## src/mps_tail_none.sv

```systemverilog
// file: intentionally holds no module; kept empty of logic

```

## src/mps_pkg.sv

```systemverilog
// package: register map, field layout and pin indices of the memory pin select block
package mps_pkg;
    // bus geometry
    localparam int ADDR_W = 12; // decoded byte address width
    localparam int DATA_W = 32; // bus data width
    localparam int CTRL_PINS = 15; // single-bit shared memory control pins
    localparam int DATA_PINS = 16; // upper data half pins
    // register byte addresses
    localparam logic [ADDR_W-1:0] MEM_PIN_SELECT_ADDR = 12'h000; // memory_pin_select
    localparam logic [ADDR_W-1:0] PIN_LEVEL_ADDR = 12'h020; // read-only pin level snapshot
    // memory_pin_select layout and reset
    localparam logic [DATA_W-1:0] MEM_PIN_SELECT_RESET = 32'h00000000;
    localparam logic [DATA_W-1:0] MEM_PIN_SELECT_MASK = 32'h00003FFF; // reserved 31:14 held at zero
    localparam int LANE3_STROBE_SEL_BIT = 13; // lane3_strobe_sel
    localparam int LANE2_STROBE_SEL_BIT = 12; // lane2_strobe_sel
    localparam int CHIP_SELECT6_SEL_BIT = 11; // chip_select6_sel
    localparam int CHIP_SELECT5_SEL_BIT = 10; // chip_select5_sel
    localparam int CHIP_SELECT4_SEL_BIT = 9; // chip_select4_sel
    localparam int CHIP_SELECT3_SEL_BIT = 8; // chip_select3_sel
    localparam int UPPER_DATA_HALF_ENABLE_BIT = 7; // upper_data_half_enable
    localparam int SDRAM_CLOCK_SEL_BIT = 6; // sdram_clock_sel
    localparam int SDRAM_CLOCK_EN_SEL_BIT = 5; // sdram_clock_en_sel
    localparam int SDRAM_CS1_SEL_BIT = 4; // sdram_cs1_sel
    localparam int SDRAM_CS0_SEL_BIT = 3; // sdram_cs0_sel
    localparam int SDRAM_WRITE_EN_SEL_BIT = 2; // sdram_write_en_sel
    localparam int DATA_MASK_GROUP_SEL_LSB = 0; // data_mask_group_sel, two bits
    // data_mask_group_sel encodings
    localparam logic [1:0] DQM_NONE = 2'h0; // all four pins are port bits (reset)
    localparam logic [1:0] DQM_LOW_PAIR = 2'h1; // masks 0 and 1 only
    localparam logic [1:0] DQM_NONE_ALT = 2'h2; // also all port bits
    localparam logic [1:0] DQM_ALL = 2'h3; // masks 0 to 3
    // index of each control pin in the CTRL vectors
    localparam int PIN_LANE3_STROBE = 0;
    localparam int PIN_LANE2_STROBE = 1;
    localparam int PIN_CHIP_SELECT6 = 2; // chip selects 6..3 at 2..5
    localparam int PIN_SDRAM_CLOCK = 6;
    localparam int PIN_SDRAM_CLOCK_EN = 7;
    localparam int PIN_SDRAM_CS1 = 8;
    localparam int PIN_SDRAM_CS0 = 9;
    localparam int PIN_SDRAM_WRITE_EN = 10;
    localparam int PIN_DATA_MASK0 = 11; // data masks 0..3 at 11..14
    // bus responses
    localparam logic [1:0] RESP_OKAY = 2'h0;
    localparam logic [1:0] RESP_SLVERR = 2'h2;
    localparam logic [3:0] FULL_WORD_STROBE = 4'hF;
endpackage

```

## src/mps_pin_if.sv

```systemverilog
// interface: pin selection carried from the register file to the pin multiplexer
interface mps_pin_if;
    logic [mps_pkg::CTRL_PINS-1:0] ctrl_sel; // one per control pin, 1 routes the memory signal
    logic data_sel;                          // 1 routes the upper data half
    modport regs (output ctrl_sel, output data_sel);
    modport mux (input ctrl_sel, input data_sel);
endinterface

```

## src/mps_pin_mux.sv

```systemverilog
// module: per-pin choice between memory-interface signal and port bit
module mps_pin_mux (
    mps_pin_if.mux sel,
    input wire logic [mps_pkg::CTRL_PINS-1:0] mem_ctrl_out,
    input wire logic [mps_pkg::CTRL_PINS-1:0] gpio_ctrl_out,
    input wire logic [mps_pkg::CTRL_PINS-1:0] gpio_ctrl_oe,
    input wire logic [mps_pkg::DATA_PINS-1:0] mem_data_out,
    input wire logic mem_data_oe,
    input wire logic [mps_pkg::DATA_PINS-1:0] gpio_data_out,
    input wire logic [mps_pkg::DATA_PINS-1:0] gpio_data_oe,
    output logic [mps_pkg::CTRL_PINS-1:0] ctrl_pin_out,
    output logic [mps_pkg::CTRL_PINS-1:0] ctrl_pin_oe,
    output logic [mps_pkg::DATA_PINS-1:0] data_pin_out,
    output logic [mps_pkg::DATA_PINS-1:0] data_pin_oe
);
    // control pins: memory strobes are outputs only, so they always drive when chosen
    genvar i;
    generate
        for (i = 0; i < mps_pkg::CTRL_PINS; i++) begin : g_ctrl
            always_comb begin
                if (sel.ctrl_sel[i]) begin
                    ctrl_pin_out[i] = mem_ctrl_out[i];
                    ctrl_pin_oe[i] = 1'b1;
                end else begin
                    ctrl_pin_out[i] = gpio_ctrl_out[i];
                    ctrl_pin_oe[i] = gpio_ctrl_oe[i];
                end
            end
        end
    endgenerate

    // upper data half: direction follows the memory controller when routed
    always_comb begin
        if (sel.data_sel) begin
            data_pin_out = mem_data_out;
            data_pin_oe = {mps_pkg::DATA_PINS{mem_data_oe}};
        end else begin
            data_pin_out = gpio_data_out;
            data_pin_oe = gpio_data_oe;
        end
    end
endmodule

```

## src/mps_top.sv

```systemverilog
// module: memory pin select register behind an AXI4-Lite slave, driving the pin multiplexer
// What this block does
// bits 31 to 14 reserved, read zero
// bit 13 routes byte-lane strobe 3
// bit 12 routes byte-lane strobe 2
// bits 11..8 route static chip selects 6..3
// bit 7 routes upper data half
// bit 6 routes SDRAM clock
// bit 5 routes SDRAM clock enable
// bits 4,3 route SDRAM chip selects 1,0
// bit 2 routes SDRAM write enable
// mask field 11 routes all four masks
// 01 routes masks 0,1; others none
// mask field resets to 00
// whole register resets to zero
// software writes full 32-bit words only
// pin value and enable chosen combinationally
module mps_top (
    input wire logic CORE_CLK,
    input wire logic RST,
    // axi4-lite write address
    input wire logic [mps_pkg::ADDR_W-1:0] S_AXI_AWADDR,
    input wire logic [2:0] S_AXI_AWPROT,
    input wire logic S_AXI_AWVALID,
    output logic S_AXI_AWREADY,
    // axi4-lite write data
    input wire logic [mps_pkg::DATA_W-1:0] S_AXI_WDATA,
    input wire logic [3:0] S_AXI_WSTRB,
    input wire logic S_AXI_WVALID,
    output logic S_AXI_WREADY,
    // axi4-lite write response
    output logic [1:0] S_AXI_BRESP,
    output logic S_AXI_BVALID,
    input wire logic S_AXI_BREADY,
    // axi4-lite read address
    input wire logic [mps_pkg::ADDR_W-1:0] S_AXI_ARADDR,
    input wire logic [2:0] S_AXI_ARPROT,
    input wire logic S_AXI_ARVALID,
    output logic S_AXI_ARREADY,
    // axi4-lite read data
    output logic [mps_pkg::DATA_W-1:0] S_AXI_RDATA,
    output logic [1:0] S_AXI_RRESP,
    output logic S_AXI_RVALID,
    input wire logic S_AXI_RREADY,
    // memory controller side of the control pins
    input wire logic [mps_pkg::CTRL_PINS-1:0] MEM_CTRL_OUT,
    // port bit side of the control pins
    input wire logic [mps_pkg::CTRL_PINS-1:0] GPIO_CTRL_OUT,
    input wire logic [mps_pkg::CTRL_PINS-1:0] GPIO_CTRL_OE,
    output logic [mps_pkg::CTRL_PINS-1:0] GPIO_CTRL_IN,
    // upper data half, memory controller side
    input wire logic [mps_pkg::DATA_PINS-1:0] MEM_DATA_OUT,
    input wire logic MEM_DATA_OE,
    output logic [mps_pkg::DATA_PINS-1:0] MEM_DATA_IN,
    // upper data half, port bit side
    input wire logic [mps_pkg::DATA_PINS-1:0] GPIO_DATA_OUT,
    input wire logic [mps_pkg::DATA_PINS-1:0] GPIO_DATA_OE,
    output logic [mps_pkg::DATA_PINS-1:0] GPIO_DATA_IN,
    // package pins, split into in / out / enable
    input wire logic [mps_pkg::CTRL_PINS-1:0] CTRL_PIN_IN,
    output logic [mps_pkg::CTRL_PINS-1:0] CTRL_PIN_OUT,
    output logic [mps_pkg::CTRL_PINS-1:0] CTRL_PIN_OE,
    input wire logic [mps_pkg::DATA_PINS-1:0] DATA_PIN_IN,
    output logic [mps_pkg::DATA_PINS-1:0] DATA_PIN_OUT,
    output logic [mps_pkg::DATA_PINS-1:0] DATA_PIN_OE
);
    // the one writable software register
    logic [mps_pkg::DATA_W-1:0] memory_pin_select;
    // write channel bookkeeping
    logic aw_held; // an address is parked, waiting for its data
    logic w_held;  // data is parked, waiting for its address
    logic [mps_pkg::ADDR_W-1:0] aw_addr;
    logic [mps_pkg::DATA_W-1:0] w_data;
    logic [3:0] w_strb;
    logic aw_take;
    logic w_take;
    logic do_write;
    logic next_aw_held;
    logic next_w_held;
    logic next_bvalid;
    // read channel bookkeeping
    logic ar_take;
    logic next_rvalid;
    // pin synchronisers, first stage read only by the second
    logic [mps_pkg::CTRL_PINS-1:0] ctrl_meta;
    logic [mps_pkg::CTRL_PINS-1:0] ctrl_sync;
    logic [mps_pkg::DATA_PINS-1:0] data_meta;
    logic [mps_pkg::DATA_PINS-1:0] data_sync;
    // combinational pin choice from the mux
    logic [mps_pkg::CTRL_PINS-1:0] mux_ctrl_out;
    logic [mps_pkg::CTRL_PINS-1:0] mux_ctrl_oe;
    logic [mps_pkg::DATA_PINS-1:0] mux_data_out;
    logic [mps_pkg::DATA_PINS-1:0] mux_data_oe;

    mps_pin_if pin_sel ();

    // decode used by both the write and the read path
    function automatic logic is_select_reg(input logic [mps_pkg::ADDR_W-1:0] addr);
        is_select_reg = (addr == mps_pkg::MEM_PIN_SELECT_ADDR);
    endfunction

    function automatic logic is_level_reg(input logic [mps_pkg::ADDR_W-1:0] addr);
        is_level_reg = (addr == mps_pkg::PIN_LEVEL_ADDR);
    endfunction

    // handshakes of this cycle
    assign aw_take = S_AXI_AWVALID & S_AXI_AWREADY;
    assign w_take = S_AXI_WVALID & S_AXI_WREADY;
    assign ar_take = S_AXI_ARVALID & S_AXI_ARREADY;
    // commit one cycle after both halves are parked, and only with no response pending
    assign do_write = aw_held & w_held & ~S_AXI_BVALID;

    // next values of the write bookkeeping
    always_comb begin
        next_aw_held = (aw_held & ~do_write) | aw_take;
        next_w_held = (w_held & ~do_write) | w_take;
        next_bvalid = do_write | (S_AXI_BVALID & ~S_AXI_BREADY);
    end

    // parked flags
    always_ff @(posedge CORE_CLK or posedge RST) begin
        if (RST) begin
            aw_held <= 1'b0;
            w_held <= 1'b0;
        end else begin
            aw_held <= next_aw_held;
            w_held <= next_w_held;
        end
    end

    // ready flags are registered; each channel reopens once its half is consumed and no write response is pending
    always_ff @(posedge CORE_CLK or posedge RST) begin
        if (RST) begin
            S_AXI_AWREADY <= 1'b0;
            S_AXI_WREADY <= 1'b0;
        end else begin
            S_AXI_AWREADY <= ~next_aw_held & ~next_bvalid;
            S_AXI_WREADY <= ~next_w_held & ~next_bvalid;
        end
    end

    // capture address and data when each is taken, either order
    always_ff @(posedge CORE_CLK or posedge RST) begin
        if (RST) begin
            aw_addr <= '0;
            w_data <= '0;
            w_strb <= '0;
        end else begin
            if (aw_take) begin
                aw_addr <= S_AXI_AWADDR;
            end
            if (w_take) begin
                w_data <= S_AXI_WDATA;
                w_strb <= S_AXI_WSTRB;
            end
        end
    end

    // the register itself; reserved bits never store anything
    always_ff @(posedge CORE_CLK or posedge RST) begin
        if (RST) begin
            memory_pin_select <= mps_pkg::MEM_PIN_SELECT_RESET; // see R13
        end else if (do_write && is_select_reg(aw_addr) && w_strb == mps_pkg::FULL_WORD_STROBE) begin
            // partial-word writes are dropped: lanes cannot be merged safely here
            memory_pin_select <= w_data & mps_pkg::MEM_PIN_SELECT_MASK; // see R1
        end
    end

    // write response; unmapped, read-only or partial writes answer slave error
    always_ff @(posedge CORE_CLK or posedge RST) begin
        if (RST) begin
            S_AXI_BVALID <= 1'b0;
            S_AXI_BRESP <= mps_pkg::RESP_OKAY;
        end else begin
            S_AXI_BVALID <= next_bvalid;
            if (do_write) begin
                if (is_select_reg(aw_addr) && w_strb == mps_pkg::FULL_WORD_STROBE) begin
                    S_AXI_BRESP <= mps_pkg::RESP_OKAY;
                end else begin
                    S_AXI_BRESP <= mps_pkg::RESP_SLVERR;
                end
            end
        end
    end

    // read side: one read at a time, data one cycle after the address is taken
    always_comb begin
        next_rvalid = ar_take | (S_AXI_RVALID & ~S_AXI_RREADY);
    end

    // read address ready closes while a read answer is outstanding
    always_ff @(posedge CORE_CLK or posedge RST) begin
        if (RST) begin
            S_AXI_ARREADY <= 1'b0;
        end else begin
            S_AXI_ARREADY <= ~next_rvalid;
        end
    end

    // read data and response, held until rready
    always_ff @(posedge CORE_CLK or posedge RST) begin
        if (RST) begin
            S_AXI_RVALID <= 1'b0;
            S_AXI_RDATA <= '0;
            S_AXI_RRESP <= mps_pkg::RESP_OKAY;
        end else begin
            S_AXI_RVALID <= next_rvalid;
            if (ar_take) begin
                if (is_select_reg(S_AXI_ARADDR)) begin
                    // mask again so reserved bits read zero whatever is stored
                    S_AXI_RDATA <= memory_pin_select & mps_pkg::MEM_PIN_SELECT_MASK;
                    S_AXI_RRESP <= mps_pkg::RESP_OKAY;
                end else if (is_level_reg(S_AXI_ARADDR)) begin
                    // live pin levels, useful to check a pin before handing it over
                    S_AXI_RDATA <= {data_sync, 1'b0, ctrl_sync};
                    S_AXI_RRESP <= mps_pkg::RESP_OKAY;
                end else begin
                    S_AXI_RDATA <= '0;
                    S_AXI_RRESP <= mps_pkg::RESP_SLVERR;
                end
            end
        end
    end

    // per-pin selection from the register fields
    always_comb begin
        pin_sel.ctrl_sel = '0;
        pin_sel.ctrl_sel[mps_pkg::PIN_LANE3_STROBE] =
            memory_pin_select[mps_pkg::LANE3_STROBE_SEL_BIT];
        pin_sel.ctrl_sel[mps_pkg::PIN_LANE2_STROBE] =
            memory_pin_select[mps_pkg::LANE2_STROBE_SEL_BIT];
        // chip selects 6..3 follow bits 11..8 in the same descending order
        for (int k = 0; k < 4; k++) begin
            pin_sel.ctrl_sel[mps_pkg::PIN_CHIP_SELECT6 + k] =
                memory_pin_select[mps_pkg::CHIP_SELECT6_SEL_BIT - k];
        end
        pin_sel.ctrl_sel[mps_pkg::PIN_SDRAM_CLOCK] =
            memory_pin_select[mps_pkg::SDRAM_CLOCK_SEL_BIT];
        pin_sel.ctrl_sel[mps_pkg::PIN_SDRAM_CLOCK_EN] =
            memory_pin_select[mps_pkg::SDRAM_CLOCK_EN_SEL_BIT];
        pin_sel.ctrl_sel[mps_pkg::PIN_SDRAM_CS1] =
            memory_pin_select[mps_pkg::SDRAM_CS1_SEL_BIT];
        pin_sel.ctrl_sel[mps_pkg::PIN_SDRAM_CS0] =
            memory_pin_select[mps_pkg::SDRAM_CS0_SEL_BIT];
        pin_sel.ctrl_sel[mps_pkg::PIN_SDRAM_WRITE_EN] =
            memory_pin_select[mps_pkg::SDRAM_WRITE_EN_SEL_BIT];
        // data mask group: both encodings 00 and 10 leave all four as port bits
        case (memory_pin_select[mps_pkg::DATA_MASK_GROUP_SEL_LSB +: 2])
            mps_pkg::DQM_ALL: begin
                pin_sel.ctrl_sel[mps_pkg::PIN_DATA_MASK0 +: 4] = 4'hF;
            end
            mps_pkg::DQM_LOW_PAIR: begin
                pin_sel.ctrl_sel[mps_pkg::PIN_DATA_MASK0 +: 4] = 4'h3;
            end
            mps_pkg::DQM_NONE_ALT: begin
                pin_sel.ctrl_sel[mps_pkg::PIN_DATA_MASK0 +: 4] = 4'h0;
            end
            default: begin
                pin_sel.ctrl_sel[mps_pkg::PIN_DATA_MASK0 +: 4] = 4'h0;
            end
        endcase
        pin_sel.data_sel = memory_pin_select[mps_pkg::UPPER_DATA_HALF_ENABLE_BIT];
    end

    // the multiplexer itself
    mps_pin_mux u_mux (
        .sel(pin_sel.mux),
        .mem_ctrl_out(MEM_CTRL_OUT),
        .gpio_ctrl_out(GPIO_CTRL_OUT),
        .gpio_ctrl_oe(GPIO_CTRL_OE),
        .mem_data_out(MEM_DATA_OUT),
        .mem_data_oe(MEM_DATA_OE),
        .gpio_data_out(GPIO_DATA_OUT),
        .gpio_data_oe(GPIO_DATA_OE),
        .ctrl_pin_out(mux_ctrl_out),
        .ctrl_pin_oe(mux_ctrl_oe),
        .data_pin_out(mux_data_out),
        .data_pin_oe(mux_data_oe)
    );

    // pin drive stays combinational so the SDRAM clock and strobes keep their timing
    assign CTRL_PIN_OUT = mux_ctrl_out;
    assign CTRL_PIN_OE = mux_ctrl_oe;
    assign DATA_PIN_OUT = mux_data_out;
    assign DATA_PIN_OE = mux_data_oe;

    // two-stage synchronisers on everything read back from the pins
    always_ff @(posedge CORE_CLK or posedge RST) begin
        if (RST) begin
            ctrl_meta <= '0;
            ctrl_sync <= '0;
            data_meta <= '0;
            data_sync <= '0;
        end else begin
            ctrl_meta <= CTRL_PIN_IN;
            ctrl_sync <= ctrl_meta;
            data_meta <= DATA_PIN_IN;
            data_sync <= data_meta;
        end
    end

    // pin levels handed to the users; the memory side sees zero while not routed
    always_ff @(posedge CORE_CLK or posedge RST) begin
        if (RST) begin
            GPIO_CTRL_IN <= '0;
            GPIO_DATA_IN <= '0;
            MEM_DATA_IN <= '0;
        end else begin
            GPIO_CTRL_IN <= ctrl_sync;
            GPIO_DATA_IN <= data_sync;
            MEM_DATA_IN <= pin_sel.data_sel ? data_sync : '0;
        end
    end

    // protection bits carry nothing for this block
    logic unused_prot;
    assign unused_prot = ^{S_AXI_AWPROT, S_AXI_ARPROT};
endmodule

```

## config.mk

```make
export PLATFORM = sky130hd
export DESIGN_NAME = mps_top
export DESIGN_NICKNAME = d
export VERILOG_FILES = /design/src/mps_tail_none.sv /design/src/mps_pkg.sv /design/src/mps_pin_if.sv /design/src/mps_pin_mux.sv /design/src/mps_top.sv
export SDC_FILE = /design/constraint.sdc
export NUM_CORES = 1
export LEC_CHECK = 0
export ABC_CLOCK_PERIOD_IN_PS = 5900
export BUFFER_PORTS_ARGS = -buffer_cell sky130_fd_sc_hd__buf_2
export CORE_AREA = 2 2 136 138
export CTS_BUF_LIST = sky130_fd_sc_hd__clkbuf_2 sky130_fd_sc_hd__clkbuf_4 sky130_fd_sc_hd__clkbuf_8
export CTS_CLUSTER_DIAMETER = 150
export CTS_CLUSTER_SIZE = 30
export DETAILED_ROUTE_END_ITERATION = 16
export DIE_AREA = 0 0 138 140
export HOLD_SLACK_MARGIN = 0.05
export PLACE_DENSITY = 0.79
export SYNTH_ARGS = -nofsm -noshare
export SYNTH_HDL_FRONTEND = slang
export SYNTH_HIERARCHICAL = 1
export SYNTH_SLANG_ARGS = --single-unit
```

## constraint.sdc

```tcl
create_clock -name CORE_CLK -period 5.9 [get_ports CORE_CLK]
set_clock_uncertainty 0.2 [all_clocks]
set_input_delay 0 -clock CORE_CLK [delete_from_list [all_inputs] [get_ports CORE_CLK]]
set_output_delay 0 -clock CORE_CLK [all_outputs]
set_load 0.01 [all_outputs]
```

Yosys cells after proc, flatten, opt, wreduce, memory -nomap -nowiden
Cells that the tools add are included.
{"block": "word_totals", "regBits": 196, "latch_bits": 0, "ram_bits": 0, "mem_bits_ro": 0, "inputBits": 198, "output_inout_bits": 150, "elab_cells": 92, "memories": 0}
{"block": "classes", "n_addsub": 0, "n_mul": 0, "n_div": 0, "magnitude_cmp": 0, "n_eq_ne": 4, "n_shift": 0, "n_mux": 39, "n_bitwise": 23, "n_reduce_logical": 5}
{"cell": "32-bit two-way mux", "n": 2}
{"cell": "16-bit two-way mux", "n": 3}
{"cell": "1-bit two-way mux", "n": 30}
{"cell": "12-bit logical NOT", "n": 2}
{"cell": "12-bit by 6-bit == test with 1-bit output (second input constant)", "n": 1}
{"cell": "1-bit AND", "n": 11}
{"cell": "1-bit NOT", "n": 8}
{"cell": "4-bit case mux with 2 select lines", "n": 1}
{"cell": "2-bit two-way mux", "n": 3}
{"cell": "4-bit == test (second input constant)", "n": 1}
{"cell": "1-bit bitwise OR", "n": 4}
{"cell": "1-bit logical AND", "n": 3}
{"cell": "2-bit by 1-bit == test with 1-bit output (second input constant)", "n": 1}
{"cell": "2-bit == test (second input constant)", "n": 1}

Logic depth before layout (Yosys ltp)
{"block": "depth", "depth_word": 7, "depth_mapped": 5, "depth_no_buf": 4}

Cells and area by module
The synthesis kept the hierarchy.
{"mod": "mps_top", "n_inst": 1, "cells_each": 364, "area_each_um2": 6139.6, "seq_area_each_um2": 4829.6}
{"mod": "mps_pin_mux", "n_inst": 1, "cells_each": 67, "area_each_um2": 812.0, "seq_area_each_um2": 0.0}

Worst setup path after synthesis
OpenSTA, ideal clock, no wires.
{"block": "synth_path", "path_type": "reg2reg", "start": "register aw_addr[3] (netlist name)", "end": "register memory_pin_select[0] (netlist name)", "setup_time_ps": 125, "arrival_ps": 1699, "required_time_ps": 5575, "path_slack_ps": 3877, "stages_incl_launch_ff": 5, "path_buffers": 1, "period_less_slack_ps": 2023, "cell_sequence": "dfrtp_1 -> or4_4 -> nor4_4 -> buf_6 -> mux2_2"}
{"block": "synth_between", "elab_chain_cells": 3}
{"item": "start: declaration", "line": "mps_top.sv:72", "rtl": "logic [mps_pkg::ADDR_W-1:0] aw_addr;"}
{"item": "start signal: assignment", "line": "mps_top.sv:145", "rtl": "aw_addr <= '0;"}
{"item": "start signal: assignment", "line": "mps_top.sv:150", "rtl": "aw_addr <= S_AXI_AWADDR;"}
{"item": "12-bit logical NOT", "line": "mps_top.sv:99", "rtl": "is_select_reg = (addr == mps_pkg::MEM_PIN_SELECT_ADDR);"}
{"item": "1-bit logical AND (2 in series)", "line": "mps_top.sv:163", "rtl": "end else if (do_write && is_select_reg(aw_addr) && w_strb == mps_pkg::FULL_WORD_STROBE) begin"}
{"item": "end signal: assignment", "line": "mps_top.sv:162", "rtl": "memory_pin_select <= mps_pkg::MEM_PIN_SELECT_RESET;"}
{"item": "end signal: assignment", "line": "mps_top.sv:165", "rtl": "memory_pin_select <= w_data & mps_pkg::MEM_PIN_SELECT_MASK;"}
{"item": "end: declaration", "line": "mps_top.sv:68", "rtl": "logic [mps_pkg::DATA_W-1:0] memory_pin_select;"}
Every way passes these cells.
A chain may end at the register's enable or synchronous reset.

==> results.md <==
* Reg-to-reg slack, setup at approximately 3.3 ns
* Slowest CP cell: buf_4
* Max-cap violation count at 0
* Grt total ovfl at 0
* H-tree depth at 4
* Synthesized flop and latch total at roughly 190
* Status: finished, final reports clean
* Worst-path clk slew at 0.10 ns
* PortBufs at 320
* Slew Viols, Final at 0
* Clock root buffer: clkbuf_8
* Initial antenna violation count at 0
* Worst hold path type: in -> out
* Vias in the first global route at ~5,500
* Count of final hold-check violations at 0
* IO Count at approximately 350
* CP max FO at 105
* Yosys top cell by area: dfrtp_1
* Clock sinks at roughly 190
* First-pass GRT wire length at approximately 29 mm
* WP data arrival at 2.85 ns
* WP data required at a little over 6 ns
* Period utilisation layout at 44.4%
* VDD IR max at roughly 0.19 mV
* Largest cells by area after synthesis: dfrtp_1, mux2_2, mux2_4, a22o_1, mux2i_1
* Core Box Area at around 18,000 µm²
* Mapped Area at 6950 µm²
* Post-DRT Antenna Nets at 0
* Crit end category: async pin
* DP HPWL at between 10 and 15 mm
* Cells after DPL at roughly 970
* Final Util at approximately 57%
* CP startpoint kind: input pin
* Library cells used by synthesis at 28
* Slew headroom at between 20% and 30%
* Vias per cell at around 4.6
* CP max stage delay at slightly above 0.9 ns
* YS warnings at 6
* Chip width at roughly 140 µm
* Share of cells above drive strength 1 at roughly 54%
* Reg2reg path depth at 5
* Yosys top cell area share at between 60% and 70%
* Critical path class: in -> async
* Global router's overall resource usage at a little under a fifth
* Pre-Repair DR Iteration Count at 4
* Die area at between 15,000 and 20,000 µm²
* Gate Count Post-Synth at 431
* Row count at 49
* Resized cells post-CTS at 0
* Crit. Startpoint: RST
* Final TNS setup at 0 ns
* LEAKAGE at approximately 5.2 nW
* Placement Setup Slack at around 3.5 ns
* Starting Density at 39.1%
* Die Y-Extent at roughly 140 µm
* DRC at 0
* Diodes inserted at 0
* Setup ws final at approximately 3.3 ns
* Final Net Count at between 1,000 and 1,500
* Hold Path Origin: GPIO_CTRL_OE[13]
* CP cell instances: dlygate4sd3_1, buf_2, dlygate4sd3_1, inv_8, buf_4
* Min Clock Period, post-route at 2.62 ns
* Seq/Total Area, Yosys at a little over two thirds
* Worst-Margin Slew at ~1.1 ns
* Num CTS Buffers at 17
* Fmax at approximately 380 MHz
* CTS Buffer Depth at 2
* WL per Instance at about 16 µm
* Largest net degree at the start of global routing at roughly 110
* PD cells at 284 nW/µm²
* Avg Cell Area, Syn at approximately 16 µm²
* Setup violators final at 0
* Top cell by count, worst path: dlygate4sd3_1
* Unrepaired setup endpoints after global routing: no
* Crit Reg-Reg Startpoint: S_AXI_ARREADY$_DFF_PP0_
* Vias at just over 5,000
* Initial DRC count at 141
* Routed wire length at between 15 and 20 mm
* Worst-Skew Late Latency at roughly 0.47 ns
* Layout Area Growth over Synthesis at 46.6%
* CTS tree: yes
* Worst hold stages at 3
* Finished Layout Cells at 1,101
* Power Total at 2.89 mW
* Placer Congestion at about 0.78
## kinds of logic (layout without fill, tap and decap cells)
kind of cell | after synthesis | count (layout) | share of synthesized area, %
flip-flops | 193 | 193 | 69.5
buffers and inverters | 27 | 466 | 2.68
AND/OR/NAND/NOR | 69 | 69 | 5.87
AO/OA/AOI/OAI | 36 | 36 | 3.55
multiplexers | 105 | 105 | 18.4
other | 1 | 3 | 0.0539
## sequential cells by signal, summed over array words and instances, names as in the netlist, 4 cells and up
name and cells:
GPIO_CTRL_IN 15, data_sync 16, ctrl_sync 15, aw_addr 12, ctrl_meta 15, MEM_DATA_IN 16
memory_pin_select 14, GPIO_DATA_IN 16, w_strb 4, data_meta 16, S_AXI_RDATA 31, w_data 14
## metal layers
metal  track usage (%)  vias up  wire length [µm]
li1                  -     2329                 -
met1              21.1     2488              6870
met2              35.2      217              9740
met3              5.54       25              1170
met4              5.48        0               287
met5                 0        -                 0
## final timing paths
| check | end |
|---|---|
| setup / recovery | S_AXI_RDATA[13]$_DFFE_PP0P_ |
| hold / removal | CTRL_PIN_OE[13] |
| setup reg to reg | S_AXI_RDATA[30]$_DFFE_PP0P_ |
| hold reg to reg | ctrl_sync[10]$_DFF_PP0_ |
| max in group CORE_CLK | S_AXI_RDATA[30]$_DFFE_PP0P_ |
| min in group asynchronous | aw_addr[4]$_DFFE_PP0P_ |
## cell usage in the layout, fill, tap and decap left out, types with 2 or more instances in the layout
master / count
o21ai_0: 17
clkinv_8: 5
mux2i_1: 14
mux2_4: 30
inv_8: 4
inv_1: 6
or2_2: 15
and2_1: 18
dfrtp_1: 192
nor4_1: 4
inv_12: 3
inv_6: 3
nand4_1: 2
mux2_2: 61
clkbuf_8: 17
conb_1: 3
buf_4: 4
nor2_1: 3
a22o_1: 17
dlygate4sd3_1: 103
buf_2: 320
nand2_1: 21
## per-stage QoR
step           hold slack [ns]  cell area [µm²]
5_1_grt                 0.0668            10200
6_report                0.0649            10200
3_5_place_dp           -0.0906             8730
4_1_cts                 0.0524            10200
2_1_floorplan           -0.169             6960
3_3_place_gp           -0.0919             8730
## worst max-delay path: cells and delay by family
kind,cells,cell delay [ns]
buf+inv,5,2.69
## Yosys cell counts
| cell | instances |
|---|---|
| a21oi_1 | 1 |
| a22o_1 | 17 |
| and2_1 | 18 |
| buf_1 | 1 |
| buf_12 | 3 |
| buf_2 | 2 |
| buf_4 | 3 |
| buf_6 | 3 |
| clkbuf_1 | 8 |
| conb_1 | 1 |
| dfrtp_1 | 193 |
| inv_1 | 7 |
| mux2_2 | 61 |
| mux2_4 | 30 |
| mux2i_1 | 14 |
| nand2_1 | 21 |
| nand3_1 | 1 |
| nand3b_1 | 1 |
| nand4_1 | 2 |
| nor2_1 | 3 |
| nor3_1 | 1 |
| nor4_1 | 4 |
| nor4_4 | 1 |
| nor4b_4 | 1 |
| o21a_1 | 1 |
| o21ai_0 | 17 |
| or2_2 | 15 |
| or4_4 | 1 |
## area by class of cell
cell class,instances,area [µm²]
well taps,229,287
multi-input cells,213,1940
clock buffers,17,234
repair buffers,427,2660
fillers,1412,7590
clock inverters,15,199
flip-flops and latches,193,4830
inverters,7,33.8
## report_power, final
| group | switching (mW) | total, mW | internal, mW | leakage, nW |
|---|---|---|---|---|
| Sequential | 0.0777 | 1.56 | 1.48 | 2.39 |
| Combinational | 0.191 | 0.444 | 0.253 | 2.63 |
| Clock | 0.552 | 0.891 | 0.338 | 0.214 |
## what timing repair did
item / 4_1_cts / 5_1_grt
hold endpoints to repair: 203 / 0
setup buffers: 0 / 0
hold buffers: 103 / 0
setup endpoints to repair: 0 / 0
No activity file was read; power rests on OpenSTA's default activity.
